File: config.mk
export PLATFORM = sky130hd
export DESIGN_NAME = lnt_core
export DESIGN_NICKNAME = d
export VERILOG_FILES = /design/src/lnt_pkg.sv /design/src/lnt_core.sv
export SDC_FILE = /design/constraint.sdc
export NUM_CORES = 1
export LEC_CHECK = 0
export BUFFER_PORTS_ARGS = -buffer_cell sky130_fd_sc_hd__buf_2
export CAP_MARGIN = 20
export CORE_UTILIZATION = 26
export CTS_CLUSTER_SIZE = 10
export DETAILED_ROUTE_END_ITERATION = 6
export GPL_TIMING_DRIVEN = 0
export PLACE_DENSITY_LB_ADDON = 0.08
export SLEW_MARGIN = 20
export SYNTH_ARGS = -nofsm -noshare
export SYNTH_HDL_FRONTEND = slang
export SYNTH_SLANG_ARGS = --single-unit
File: constraint.sdc
create_clock -name clock -period 5.7 [get_ports clock]
set_clock_uncertainty 0.15 [all_clocks]
set_input_delay 0.285 -clock clock [delete_from_list [all_inputs] [get_ports clock]]
set_output_delay 0.285 -clock clock [all_outputs]
set_load 0.01 [all_outputs]
File: src/lnt_pkg.sv
package lnt_pkg;
  localparam int CLK_PERIOD_NS = 8;
  localparam int DOM_TIMEOUT_NS = 6000000;
  localparam int DOM_REARM_NS = 10000;
  localparam int BUS_WAKE_NS = 90000;
  localparam int LOCAL_WAKE_NS = 35000;
  localparam int LOCAL_REARM_NS = 6000;
  localparam int EN_SLEEP_NS = 5000;
  localparam int EN_NORMAL_NS = 5000;
  // least times, rounded up to whole cycles
  localparam int DOM_TIMEOUT_CYC = (DOM_TIMEOUT_NS + CLK_PERIOD_NS - 1) / CLK_PERIOD_NS;
  localparam int DOM_REARM_CYC = (DOM_REARM_NS + CLK_PERIOD_NS - 1) / CLK_PERIOD_NS;
  localparam int BUS_WAKE_CYC = (BUS_WAKE_NS + CLK_PERIOD_NS - 1) / CLK_PERIOD_NS;
  localparam int LOCAL_WAKE_CYC = (LOCAL_WAKE_NS + CLK_PERIOD_NS - 1) / CLK_PERIOD_NS;
  localparam int LOCAL_REARM_CYC = (LOCAL_REARM_NS + CLK_PERIOD_NS - 1) / CLK_PERIOD_NS;
  localparam int EN_SLEEP_CYC = (EN_SLEEP_NS + CLK_PERIOD_NS - 1) / CLK_PERIOD_NS;
  localparam int EN_NORMAL_CYC = (EN_NORMAL_NS + CLK_PERIOD_NS - 1) / CLK_PERIOD_NS;

  localparam logic [3:0] CTRL_OFS = 4'h0;
  localparam logic [3:0] STATUS_OFS = 4'h4;
  localparam logic [3:0] WAKECNT_OFS = 4'h8;
  localparam int CTRL_TXBLOCK_BIT = 0;
  localparam int CTRL_LWAKE_EN_BIT = 1;
  localparam logic [1:0] CTRL_RST = 2'h2;
  localparam int WAKECNT_W = 16;
  localparam logic [1:0] RESP_OKAY = 2'h0;
  localparam logic [1:0] RESP_SLVERR = 2'h2;

  typedef enum logic [1:0] {
    LNT_FAILSAFE = 2'b00,
    LNT_NORMAL = 2'b01,
    LNT_SLEEP = 2'b10
  } lnt_mode_t;

  typedef struct packed {
    logic local_armed;
    logic undervolt;
    logic dom_timeout;
    logic wake_local;
    logic wake_flag;
    lnt_mode_t mode;
  } lnt_status_t;

  typedef struct packed {
    logic en;
    logic txd;
    logic wake;
    logic lin;
    logic uv;
  } lnt_pins_t;
endpackage : lnt_pkg

File: src/lnt_core.sv
`timescale 1ns/1ps
// true once lvl has stayed high for at least N cycles; any change restarts the count
module lnt_hold #(
  parameter int N = 4
) (
  input wire logic clock, // system clock
  input wire logic rst, // async reset
  input wire logic ce, // clock enable
  input wire logic lvl, // monitored level
  output logic held // lvl high and stable N cycles
);
  localparam int W = $clog2(N + 1);
  localparam logic [W-1:0] LIM = W'(N);
  logic lvl_q_r;
  logic [W-1:0] cnt_r;

  initial begin
    if (N < 1) $error("lnt_hold: N must be at least 1");
  end

  always_ff @(posedge clock or posedge rst) begin
    if (rst) begin
      lvl_q_r <= 1'b0;
      cnt_r <= '0;
    end else if (ce) begin
      lvl_q_r <= lvl;
      if (lvl != lvl_q_r) begin
        cnt_r <= '0;
      end else if (cnt_r != LIM) begin
        cnt_r <= cnt_r + W'(1);
      end
    end
  end

  assign held = lvl_q_r && (cnt_r == LIM);
endmodule : lnt_hold

module lnt_core
  import lnt_pkg::*;
#(
  parameter int DOM_CYC = DOM_TIMEOUT_CYC,
  parameter int BUS_CYC = BUS_WAKE_CYC,
  parameter int LWAKE_CYC = LOCAL_WAKE_CYC,
  parameter int ADDR_W = 4
) (
  input wire logic clock, // 125 MHz clock
  input wire logic rst, // async reset, active high
  input wire logic ce, // clock enable, freezes all state
  input wire logic en_in, // enable pin
  input wire logic wake_in, // local wake pin, low active
  input wire logic battery_supply_low, // supply undervoltage detect
  input wire logic txd_in, // transmit pin level
  output logic txd_out, // transmit pin drive value
  output logic txd_oe, // transmit pin strong pull-down
  output logic txd_weak_pd, // transmit pin weak pull-down only
  input wire logic lin_in, // bus level
  output logic lin_out, // bus drive value
  output logic lin_oe, // bus driven dominant
  output logic rxd_out, // receive pin drive value
  output logic rxd_oe, // receive pin pulled low
  output logic regulator_inhibit_out, // regulator inhibit
  input wire logic [ADDR_W-1:0] s_axi_awaddr, // write address
  input wire logic s_axi_awvalid, // write address valid
  output logic s_axi_awready, // write address ready
  input wire logic [31:0] s_axi_wdata, // write data
  input wire logic [3:0] s_axi_wstrb, // write strobes
  input wire logic s_axi_wvalid, // write data valid
  output logic s_axi_wready, // write data ready
  output logic [1:0] s_axi_bresp, // write response
  output logic s_axi_bvalid, // write response valid
  input wire logic s_axi_bready, // write response ready
  input wire logic [ADDR_W-1:0] s_axi_araddr, // read address
  input wire logic s_axi_arvalid, // read address valid
  output logic s_axi_arready, // read address ready
  output logic [31:0] s_axi_rdata, // read data
  output logic [1:0] s_axi_rresp, // read response
  output logic s_axi_rvalid, // read data valid
  input wire logic s_axi_rready // read data ready
);
  initial begin
    if (ADDR_W < 4) $error("lnt_core: ADDR_W must be at least 4");
    if (DOM_CYC < 1 || BUS_CYC < 1 || LWAKE_CYC < 1) $error("lnt_core: counts must be >= 1");
  end
  lnt_pins_t pins, meta_r, sync_r;
  lnt_mode_t mode_r, mode_nxt;
  lnt_status_t status;
  logic en_d_r, sleep_pend_r, dom_to_r, bus_rec_seen_r;
  logic local_armed_r, wake_flag_r, wake_local_r;
  logic [WAKECNT_W-1:0] wake_cnt_r;
  logic [1:0] ctrl_r;
  logic dom_held, rearm_held, bus_held, lwake_held, lrearm_held, sleep_held, normal_held;
  logic bus_wake, local_wake, tx_ok, do_write;
  logic aw_got_r, w_got_r;
  logic [ADDR_W-1:0] awaddr_r;
  logic [31:0] wdata_r;
  logic [3:0] wstrb_r;
  assign pins = '{en: en_in, txd: txd_in, wake: wake_in, lin: lin_in, uv: battery_supply_low};

  // every pin crosses two flops before use
  always_ff @(posedge clock or posedge rst) begin
    if (rst) begin
      meta_r <= '0;
      sync_r <= '0;
    end else if (ce) begin
      meta_r <= pins;
      sync_r <= meta_r;
    end
  end

  lnt_hold #(.N(DOM_CYC)) u_dom (.clock(clock), .rst(rst), .ce(ce),
    .lvl(!sync_r.txd), .held(dom_held));
  lnt_hold #(.N(DOM_REARM_CYC)) u_rearm (.clock(clock), .rst(rst), .ce(ce),
    .lvl(sync_r.txd), .held(rearm_held));
  lnt_hold #(.N(BUS_CYC)) u_bus (.clock(clock), .rst(rst), .ce(ce),
    .lvl(!sync_r.lin), .held(bus_held));
  lnt_hold #(.N(LWAKE_CYC)) u_lwake (.clock(clock), .rst(rst), .ce(ce),
    .lvl(!sync_r.wake), .held(lwake_held));
  lnt_hold #(.N(LOCAL_REARM_CYC)) u_lrearm (.clock(clock), .rst(rst), .ce(ce),
    .lvl(sync_r.wake), .held(lrearm_held));
  // low or open enable asks for sleep; sleep entry debounce
  lnt_hold #(.N(EN_SLEEP_CYC)) u_ensleep (.clock(clock), .rst(rst), .ce(ce),
    .lvl(!sync_r.en), .held(sleep_held));
  lnt_hold #(.N(EN_NORMAL_CYC)) u_ennorm (.clock(clock), .rst(rst), .ce(ce),
    .lvl(sync_r.en), .held(normal_held));
  // bus wake needs a fresh dominant phase inside sleep
  assign bus_wake = (mode_r == LNT_SLEEP) && bus_rec_seen_r && bus_held;
  assign local_wake = (mode_r == LNT_SLEEP) && local_armed_r && lwake_held
                      && ctrl_r[CTRL_LWAKE_EN_BIT];

  always_comb begin
    mode_nxt = mode_r;
    unique case (mode_r)
      LNT_FAILSAFE: begin
        if (normal_held) mode_nxt = LNT_NORMAL;
      end
      LNT_NORMAL: begin
        if (sleep_pend_r && sleep_held) mode_nxt = LNT_SLEEP;
      end
      LNT_SLEEP: begin
        if (bus_wake || local_wake) begin
          mode_nxt = LNT_FAILSAFE;
        end else if (normal_held) begin
          mode_nxt = LNT_NORMAL;
        end
      end
      default: mode_nxt = LNT_FAILSAFE;
    endcase
  end

  always_ff @(posedge clock or posedge rst) begin
    if (rst) begin
      mode_r <= LNT_FAILSAFE;
    end else if (ce) begin
      mode_r <= mode_nxt;
    end
  end

  // falling edge taken only with transmit high; bus and wake pins ignored
  always_ff @(posedge clock or posedge rst) begin
    if (rst) begin
      en_d_r <= 1'b0;
      sleep_pend_r <= 1'b0;
    end else if (ce) begin
      en_d_r <= sync_r.en;
      if (en_d_r && !sync_r.en && sync_r.txd && mode_r == LNT_NORMAL) begin
        sleep_pend_r <= 1'b1;
      end else if (sync_r.en || mode_r != LNT_NORMAL) begin
        sleep_pend_r <= 1'b0;
      end
    end
  end

  // cleared only after a long enough high
  always_ff @(posedge clock or posedge rst) begin
    if (rst) begin
      dom_to_r <= 1'b0;
    end else if (ce) begin
      if (mode_r == LNT_NORMAL && dom_held) begin
        dom_to_r <= 1'b1;
      end else if (rearm_held) begin
        dom_to_r <= 1'b0;
      end
    end
  end

  // a bus stuck dominant on entry must not wake us at once
  always_ff @(posedge clock or posedge rst) begin
    if (rst) begin
      bus_rec_seen_r <= 1'b0;
    end else if (ce) begin
      if (mode_r != LNT_SLEEP) begin
        bus_rec_seen_r <= 1'b0;
      end else if (sync_r.lin) begin
        bus_rec_seen_r <= 1'b1;
      end
    end
  end

  // arm on a long high; disarm on a local wake or on a low pin outside sleep
  always_ff @(posedge clock or posedge rst) begin
    if (rst) begin
      local_armed_r <= 1'b0;
    end else if (ce) begin
      if (local_wake || (mode_r != LNT_SLEEP && !sync_r.wake)) begin
        local_armed_r <= 1'b0;
      end else if (lrearm_held) begin
        local_armed_r <= 1'b1;
      end
    end
  end

  // enable high clears both flags; a wake in the same cycle wins
  always_ff @(posedge clock or posedge rst) begin
    if (rst) begin
      wake_flag_r <= 1'b0;
      wake_local_r <= 1'b0;
      wake_cnt_r <= '0;
    end else if (ce) begin
      if (bus_wake || local_wake) begin
        wake_flag_r <= 1'b1;
        wake_local_r <= local_wake;
        wake_cnt_r <= wake_cnt_r + WAKECNT_W'(1);
      end else if (sync_r.en) begin
        wake_flag_r <= 1'b0;
        wake_local_r <= 1'b0;
      end
    end
  end

  assign tx_ok = (mode_r == LNT_NORMAL) && !sync_r.uv && !dom_to_r
                 && !ctrl_r[CTRL_TXBLOCK_BIT];

  // pin drivers, all registered
  always_ff @(posedge clock or posedge rst) begin
    if (rst) begin
      lin_out <= 1'b0;
      lin_oe <= 1'b0;
      rxd_out <= 1'b0;
      rxd_oe <= 1'b0;
      txd_out <= 1'b0;
      txd_oe <= 1'b0;
      txd_weak_pd <= 1'b0;
      regulator_inhibit_out <= 1'b1;
    end else if (ce) begin
      lin_out <= 1'b0;
      rxd_out <= 1'b0;
      txd_out <= 1'b0;
      lin_oe <= tx_ok && !sync_r.txd;
      // follow bus; low as wake request
      rxd_oe <= (mode_r == LNT_NORMAL) ? !sync_r.lin
                : ((mode_r == LNT_FAILSAFE) && wake_flag_r);
      txd_oe <= (mode_r == LNT_FAILSAFE) && wake_flag_r && wake_local_r;
      txd_weak_pd <= (mode_r == LNT_FAILSAFE) && wake_flag_r && !wake_local_r;
      regulator_inhibit_out <= (mode_nxt != LNT_SLEEP);
    end
  end

  assign status = '{local_armed: local_armed_r, undervolt: sync_r.uv, dom_timeout: dom_to_r,
                    wake_local: wake_local_r, wake_flag: wake_flag_r, mode: mode_r};

  // register bus: address and data are taken in either order
  assign do_write = aw_got_r && w_got_r && !s_axi_bvalid;

  always_ff @(posedge clock or posedge rst) begin
    if (rst) begin
      aw_got_r <= 1'b0;
      awaddr_r <= '0;
      s_axi_awready <= 1'b0;
    end else if (ce) begin
      if (s_axi_awvalid && s_axi_awready) begin
        aw_got_r <= 1'b1;
        awaddr_r <= s_axi_awaddr;
        s_axi_awready <= 1'b0;
      end else if (do_write) begin
        aw_got_r <= 1'b0;
      end else if (!aw_got_r && !s_axi_bvalid) begin
        s_axi_awready <= 1'b1;
      end
    end
  end

  always_ff @(posedge clock or posedge rst) begin
    if (rst) begin
      w_got_r <= 1'b0;
      wdata_r <= '0;
      wstrb_r <= '0;
      s_axi_wready <= 1'b0;
    end else if (ce) begin
      if (s_axi_wvalid && s_axi_wready) begin
        w_got_r <= 1'b1;
        wdata_r <= s_axi_wdata;
        wstrb_r <= s_axi_wstrb;
        s_axi_wready <= 1'b0;
      end else if (do_write) begin
        w_got_r <= 1'b0;
      end else if (!w_got_r && !s_axi_bvalid) begin
        s_axi_wready <= 1'b1;
      end
    end
  end

  // only the low byte of the control word holds bits
  always_ff @(posedge clock or posedge rst) begin
    if (rst) begin
      ctrl_r <= CTRL_RST;
      s_axi_bvalid <= 1'b0;
      s_axi_bresp <= RESP_OKAY;
    end else if (ce) begin
      if (do_write) begin
        s_axi_bvalid <= 1'b1;
        if (awaddr_r[3:0] == CTRL_OFS) begin
          s_axi_bresp <= RESP_OKAY;
          if (wstrb_r[0]) ctrl_r <= wdata_r[1:0];
        end else if (awaddr_r[3:0] == STATUS_OFS || awaddr_r[3:0] == WAKECNT_OFS) begin
          s_axi_bresp <= RESP_OKAY;
        end else begin
          s_axi_bresp <= RESP_SLVERR;
        end
      end else if (s_axi_bready) begin
        s_axi_bvalid <= 1'b0;
      end
    end
  end

  always_ff @(posedge clock or posedge rst) begin
    if (rst) begin
      s_axi_arready <= 1'b0;
      s_axi_rvalid <= 1'b0;
      s_axi_rdata <= '0;
      s_axi_rresp <= RESP_OKAY;
    end else if (ce) begin
      if (s_axi_arvalid && s_axi_arready) begin
        s_axi_arready <= 1'b0;
        s_axi_rvalid <= 1'b1;
        s_axi_rresp <= RESP_OKAY;
        if (s_axi_araddr[3:0] == CTRL_OFS) begin
          s_axi_rdata <= {30'h0, ctrl_r};
        end else if (s_axi_araddr[3:0] == STATUS_OFS) begin
          s_axi_rdata <= {25'h0, status};
        end else if (s_axi_araddr[3:0] == WAKECNT_OFS) begin
          s_axi_rdata <= {16'h0, wake_cnt_r};
        end else begin
          s_axi_rdata <= '0;
          s_axi_rresp <= RESP_SLVERR;
        end
      end else if (s_axi_rvalid) begin
        if (s_axi_rready) s_axi_rvalid <= 1'b0;
      end else begin
        s_axi_arready <= 1'b1;
      end
    end
  end
endmodule : lnt_core

# Yosys cells after proc, flatten, opt, wreduce, memory -nomap -nowiden
# Cells that the tools add are included.
[classes]
addsub = 8
n_eq_ne = 33
n_mux = 54
reduce_logical = 91
[op_table]
columns = ["operator", "count"]
rows = [
  ["two-way mux 10 bit", 6],
  ["two-way mux 16 bit", 3],
  ["AND reduction 2 bit", 21],
  ["two-way mux 20 bit", 2],
  ["nonzero test 2 bit", 17],
  ["logical AND 1 bit", 32],
  ["adder 10 x 1 -> 10 bit, second input constant", 3],
  ["== test 10 bit, second input constant", 3],
  ["!= test 10 bit, second input constant", 3],
  ["two-way mux 1 bit", 28],
  ["two-way mux 14 bit", 2],
  ["two-way mux 13 bit", 2],
  ["two-way mux 11 bit", 2],
  ["adder 20 x 1 -> 20 bit, second input constant", 1],
  ["== test 20 bit, second input constant", 1],
  ["!= test 20 bit, second input constant", 1],
  ["adder 16 x 1 -> 16 bit, second input constant", 1],
  ["two-way mux 2 bit", 8],
  ["adder 14 x 1 -> 14 bit, second input constant", 1],
  ["== test 14 bit, second input constant", 1],
  ["!= test 14 bit, second input constant", 1],
  ["adder 13 x 1 -> 13 bit, second input constant", 1],
  ["== test 13 bit, second input constant", 1],
  ["!= test 13 bit, second input constant", 1],
  ["other kinds (17)", 44],
]
[totals]
reg_bits = 186
input_bits = 57
out_inout_bits = 49
word_cells = 237

# Longest topological paths before layout
[depth]
word_depth = 8
ltp_mapped = 8

# By module
# A second synthesis with hierarchy kept.
[hier_totals]
hier_cells = 895
area_unflattened_um2 = 8957.3
[by_module_without_submodules]
columns = ["mod", "instances", "cells_each", "area_per_inst_um2"]
rows = [
  ["lnt_core", 1, 294, 3273.1],
  ["lnt_hold (u_ennorm ...)", 2, 69, 650.6],
  ["lnt_hold (u_dom)", 1, 131, 1207.4],
  ["lnt_hold (u_lwake)", 1, 93, 878.3],
  ["lnt_hold (u_bus)", 1, 93, 867.1],
  ["lnt_hold (u_rearm)", 1, 77, 733.2],
  ["lnt_hold (u_lrearm)", 1, 69, 696.9],
]

# Worst setup path before layout
# Ideal clock, no wire load.
[synth_timing]
path_type = "flip-flop to flip-flop"
startpoint = "register u_lwake.cnt_r[5]"
endpoint = "register wake_cnt_r[10]"
t_arrival_ns = 2.170
required_time_ns = 5.471
path_slack_ns = 3.301
stages_incl_launch_ff = 7
n_path_buf = 1
cell_sequence = "dfrtp_1 or4b_1 or3_1 buf_6 o32a_4 nor3b_2 xor2_1"
[synth_via]
elab_chain_cells = 6
[synth_rtl]
columns = ["item", "line_no", "text"]
rows = [
  ["from (decl)", "lnt_core.sv:15", "logic [W-1:0] cnt_r;"],
  ["from (signal assigned)", "lnt_core.sv:30", "cnt_r <= cnt_r + W'(1);"],
  ["== test 13 bit", "lnt_core.sv:35", "assign held = lvl_q_r && (cnt_r == LIM);"],
  ["logical AND 1 bit", "lnt_core.sv:35", ""],
  ["logical AND 1 bit", "lnt_core.sv:127", "assign local_wake = (mode_r == LNT_SLEEP) && local_armed_r && lwake_held"],
  ["logical AND 1 bit", "lnt_core.sv:128", "&& ctrl_r[CTRL_LWAKE_EN_BIT];"],
  ["logical OR 1 bit", "lnt_core.sv:219", "if (bus_wake || local_wake) begin"],
  ["AND reduction 2 bit (no line)", "--", ""],
  ["to (signal assigned)", "lnt_core.sv:222", "wake_cnt_r <= wake_cnt_r + WAKECNT_W'(1);"],
  ["to (decl)", "lnt_core.sv:89", "logic [WAKECNT_W-1:0] wake_cnt_r;"],
]
# Every way passes these cells.
# A chain may end at the register's enable or synchronous reset.

==> flow_metrics.tcl <==
set metrics [dict create \
    switching_share 0.293 \
    nFillCells 3178 \
    power.internal_uw 2260 \
    p_clk_frac 0.384 \
    ys_async_sr_fraction 1.00 \
    hold_depth 3 \
    cts-htree-levels 4 \
    netlist_instances 823 \
    die_w_um 180 \
    fmax_ghz 0.321 \
    drcViolationCount 0 \
    max_slew.worst_pin.slew_ps 885 \
    wirelength_um 20900 \
    synth-seq-cells 168 \
    r2r-end "wake_cnt_r[15]" \
    seq_area_mm2 0.00421 \
    clkLatencyLatePin_ps 430 \
    setup_viol 0 \
    min_to "s_axi_rresp[1]" \
    vias 6180 \
    period_needed_ps 3110 \
    cts_setup_buffers 0 \
    antenna_found_initial 0 \
    synth-edff-count 0 \
    syn_avg_cell_area_um2 10.0 \
    die-area_mm2 0.0325 \
    status "finished clean" \
    hpwl_um 14600 \
    overflow 0 \
    start_util 0.267 \
    diodes 0 \
    area_delta_synth_final_pct 20.0 \
    grt_max_degree 93 \
    max_cap_viol_count 0 \
    wire_per_inst_um 15.6 \
    grt_pass1_vias 6171 \
    numPortBuffers 51 \
    gp_congestion 0.731 \
    seq_area_frac_synth 0.509 \
    ff2ff_setup_slack_ps 3090 \
    hold_violations 0 \
    synth_flop_cell "dfrtp_1" \
    antenna_left 0 \
    p_switching_uw 936 \
    cts_resized 0 \
    rows 64 \
    cts_made_buffers 17 \
    multi_input_area_mm2 0.00379 \
    rsz0062_at_grt "false" \
    drt_iter0_drc 278 \
    timing.rr.start "u_bus.cnt_r[0]" \
    postLayoutCoreUtil 0.321 \
    post-route-period-util 0.546 \
    core_area_mm2 0.0309 \
    critPathMaxFanout 10 \
    io_pins 106 \
    yosysWarningCount 0 \
    cp-start-kind "input pin" \
    die_h_um 180 \
    cts_sinks 168 \
    max-slew-margin-rel 0.410 \
    worstPathRequired_ps 5890 \
    p_leak_uw 0.00438 \
    cts_buffer_depth 2 \
    clockRootBuffer "clkbuf_16" \
    end_kind "flop" \
    drv_slew 0 \
    cts_hold_repair.buffers 15 \
    p_per_area_mw_per_mm2 322 \
    pwr-share-comb 0.153 \
    synth_area_mm2 0.00827 \
    power_frac_seq 0.463 \
    clkTransAtPathRegs_ps 70 \
    peakVddDrop_mv 0.210 \
    gr-usage-all-layers 0.137 \
    worstRegToRegCells 8 \
    drive_gt1_frac 0.162 \
    first_pass_iters 4 \
    yosys.cell_types.count 61 \
    hold_start "s_axi_araddr[1]" \
    cts_tree "built" \
    via_per_inst 4.61 \
    grt_first_pass_wirelength_um 34900 \
    fin_hold_ws_ps 90.5 \
    nNetsFinal 1003 \
    setup.worst_path.class "input pin to flop" \
    cp.arrival_ps 3300 \
    hp-class "input pin to flop" \
]
[sequential cells by signal, indices dropped and copies added (netlist names), 10 cells and up]
name,flops
s_axi_rdata,16
u_bus.cnt_r,14
u_dom.cnt_r,20
u_ennorm.cnt_r,10
u_ensleep.cnt_r,10
u_lrearm.cnt_r,10
u_lwake.cnt_r,13
u_rearm.cnt_r,11
wake_cnt_r,16
[kinds of logic after synthesis]
| logic type | synth area share |
|---|---|
| other | 0.000454 |
| multiplexers | 0.0338 |
| XOR/XNOR | 0.0752 |
| adder cells (fa/ha/maj) | 0.0227 |
| buffers and inverters | 0.0428 |
| flip-flops | 0.509 |
| AO/OA/AOI/OAI | 0.110 |
| AND/OR/NAND/NOR | 0.206 |
[through the flow]
stage,worst slack (ps),std cells,power [uW],setup TNS (ps),cell area [um^2]
finish,2590,1340,3200,0,9920
floorplan,722,843,1810,0,8340
detailed placement,1990,1292,2000,0,9150
CTS,2430,1339,3260,0,9920
global placement,-1990,1290,1990,-325500,9090
global route,2290,1340,3390,0,9920
[critical path: stages]
cell and delay, ps:
buf_2 170, clkbuf_1 520, clkbuf_1 730, clkbuf_1 570, clkbuf_1 590, nand3_1 270, o21ai_0 140
[worst max path at each step]
stage	from	endpoint	slack [ps]	cells past startpoint
global placement	rst	awaddr_r[0]	-1990	2
CTS	ce	lin_oe	2430	7
floorplan	rst	aw_got_r	720	1
detailed placement	ce	lin_oe	1990	7
global route	ce	lin_oe	2290	7
finish	ce	lin_oe	2590	7
[power by group through the flow]
stage               Sequential (uW)  Clock, uW  Combinational, uW
floorplan                      1470          0                337
global placement               1500          0                486
detailed placement             1500          0                494
CTS                            1480       1280                503
global route                   1510       1310                563
finish                         1480       1230                490
[cell type report]
type,instances,share of cell area
Clock buffer,19,0.0456
Clock inverter,13,0.0170
Tap cell,396,0.0499
Sequential cell,168,0.424
Inverter,22,0.00908
Buffer,49,0.0274
Timing Repair Buffer,69,0.0446
Multi-Input combinational cell,604,0.382
[cells in the mapped netlist (4+ instances only)]
master	instances	area share
o21a_1	4	0.0036
o21ai_0	47	0.028
o31ai_1	7	0.0064
o2bb2ai_1	5	0.0053
and4_1	5	0.0053
and2_1	10	0.0076
nor2b_1	5	0.0038
inv_1	22	0.010
or4_1	4	0.0036
mux2_2	23	0.031
nor2_1	80	0.036
a21o_1	4	0.0036
a31oi_1	4	0.0030
o22ai_1	6	0.0045
buf_4	21	0.019
nand2_1	80	0.036
a21oi_1	28	0.017
and3_1	12	0.0091
or3_1	16	0.012
nor4_1	5	0.0038
xor2_1	43	0.046
clkbuf_1	23	0.010
nand2b_1	7	0.0053
nor4b_1	4	0.0042
nor3_1	19	0.012
or2_2	6	0.0045
ha_1	15	0.023
a22o_1	11	0.012
dfrtp_1	166	0.50
nand4_1	25	0.019
xnor2_1	28	0.030
nand3_1	41	0.025
[placed cells by master, fill, tap and decap left out, drive strengths merged, types with 6 or more instances in the layout]
master	count
nand2	80
inv	24
o22ai	6
a22o	11
or2	6
dfrtp	166
ha	15
xnor2	28
nand2b	7
nand3	41
dlygate4sd3	15
and2	10
conb	21
mux2	23
nor2	80
clkbuf	43
xor2	43
buf	79
o31ai	7
or3	16
clkinv	7
a21oi	28
nor4b	6
and3	12
nand4	25
nor4	6
o21ai	47
nor3	19
[layer usage]
layer / global-route usage / vias up / share of wire
met4: 0.0335 / 0 / 0.0098
met5: 0 / - / 0
li1: - / 3081 / -
met2: 0.211 / 79 / 0.45
met1: 0.195 / 3006 / 0.52
met3: 0.0285 / 14 / 0.021
Note: power is estimated with default switching activity, not from simulation.
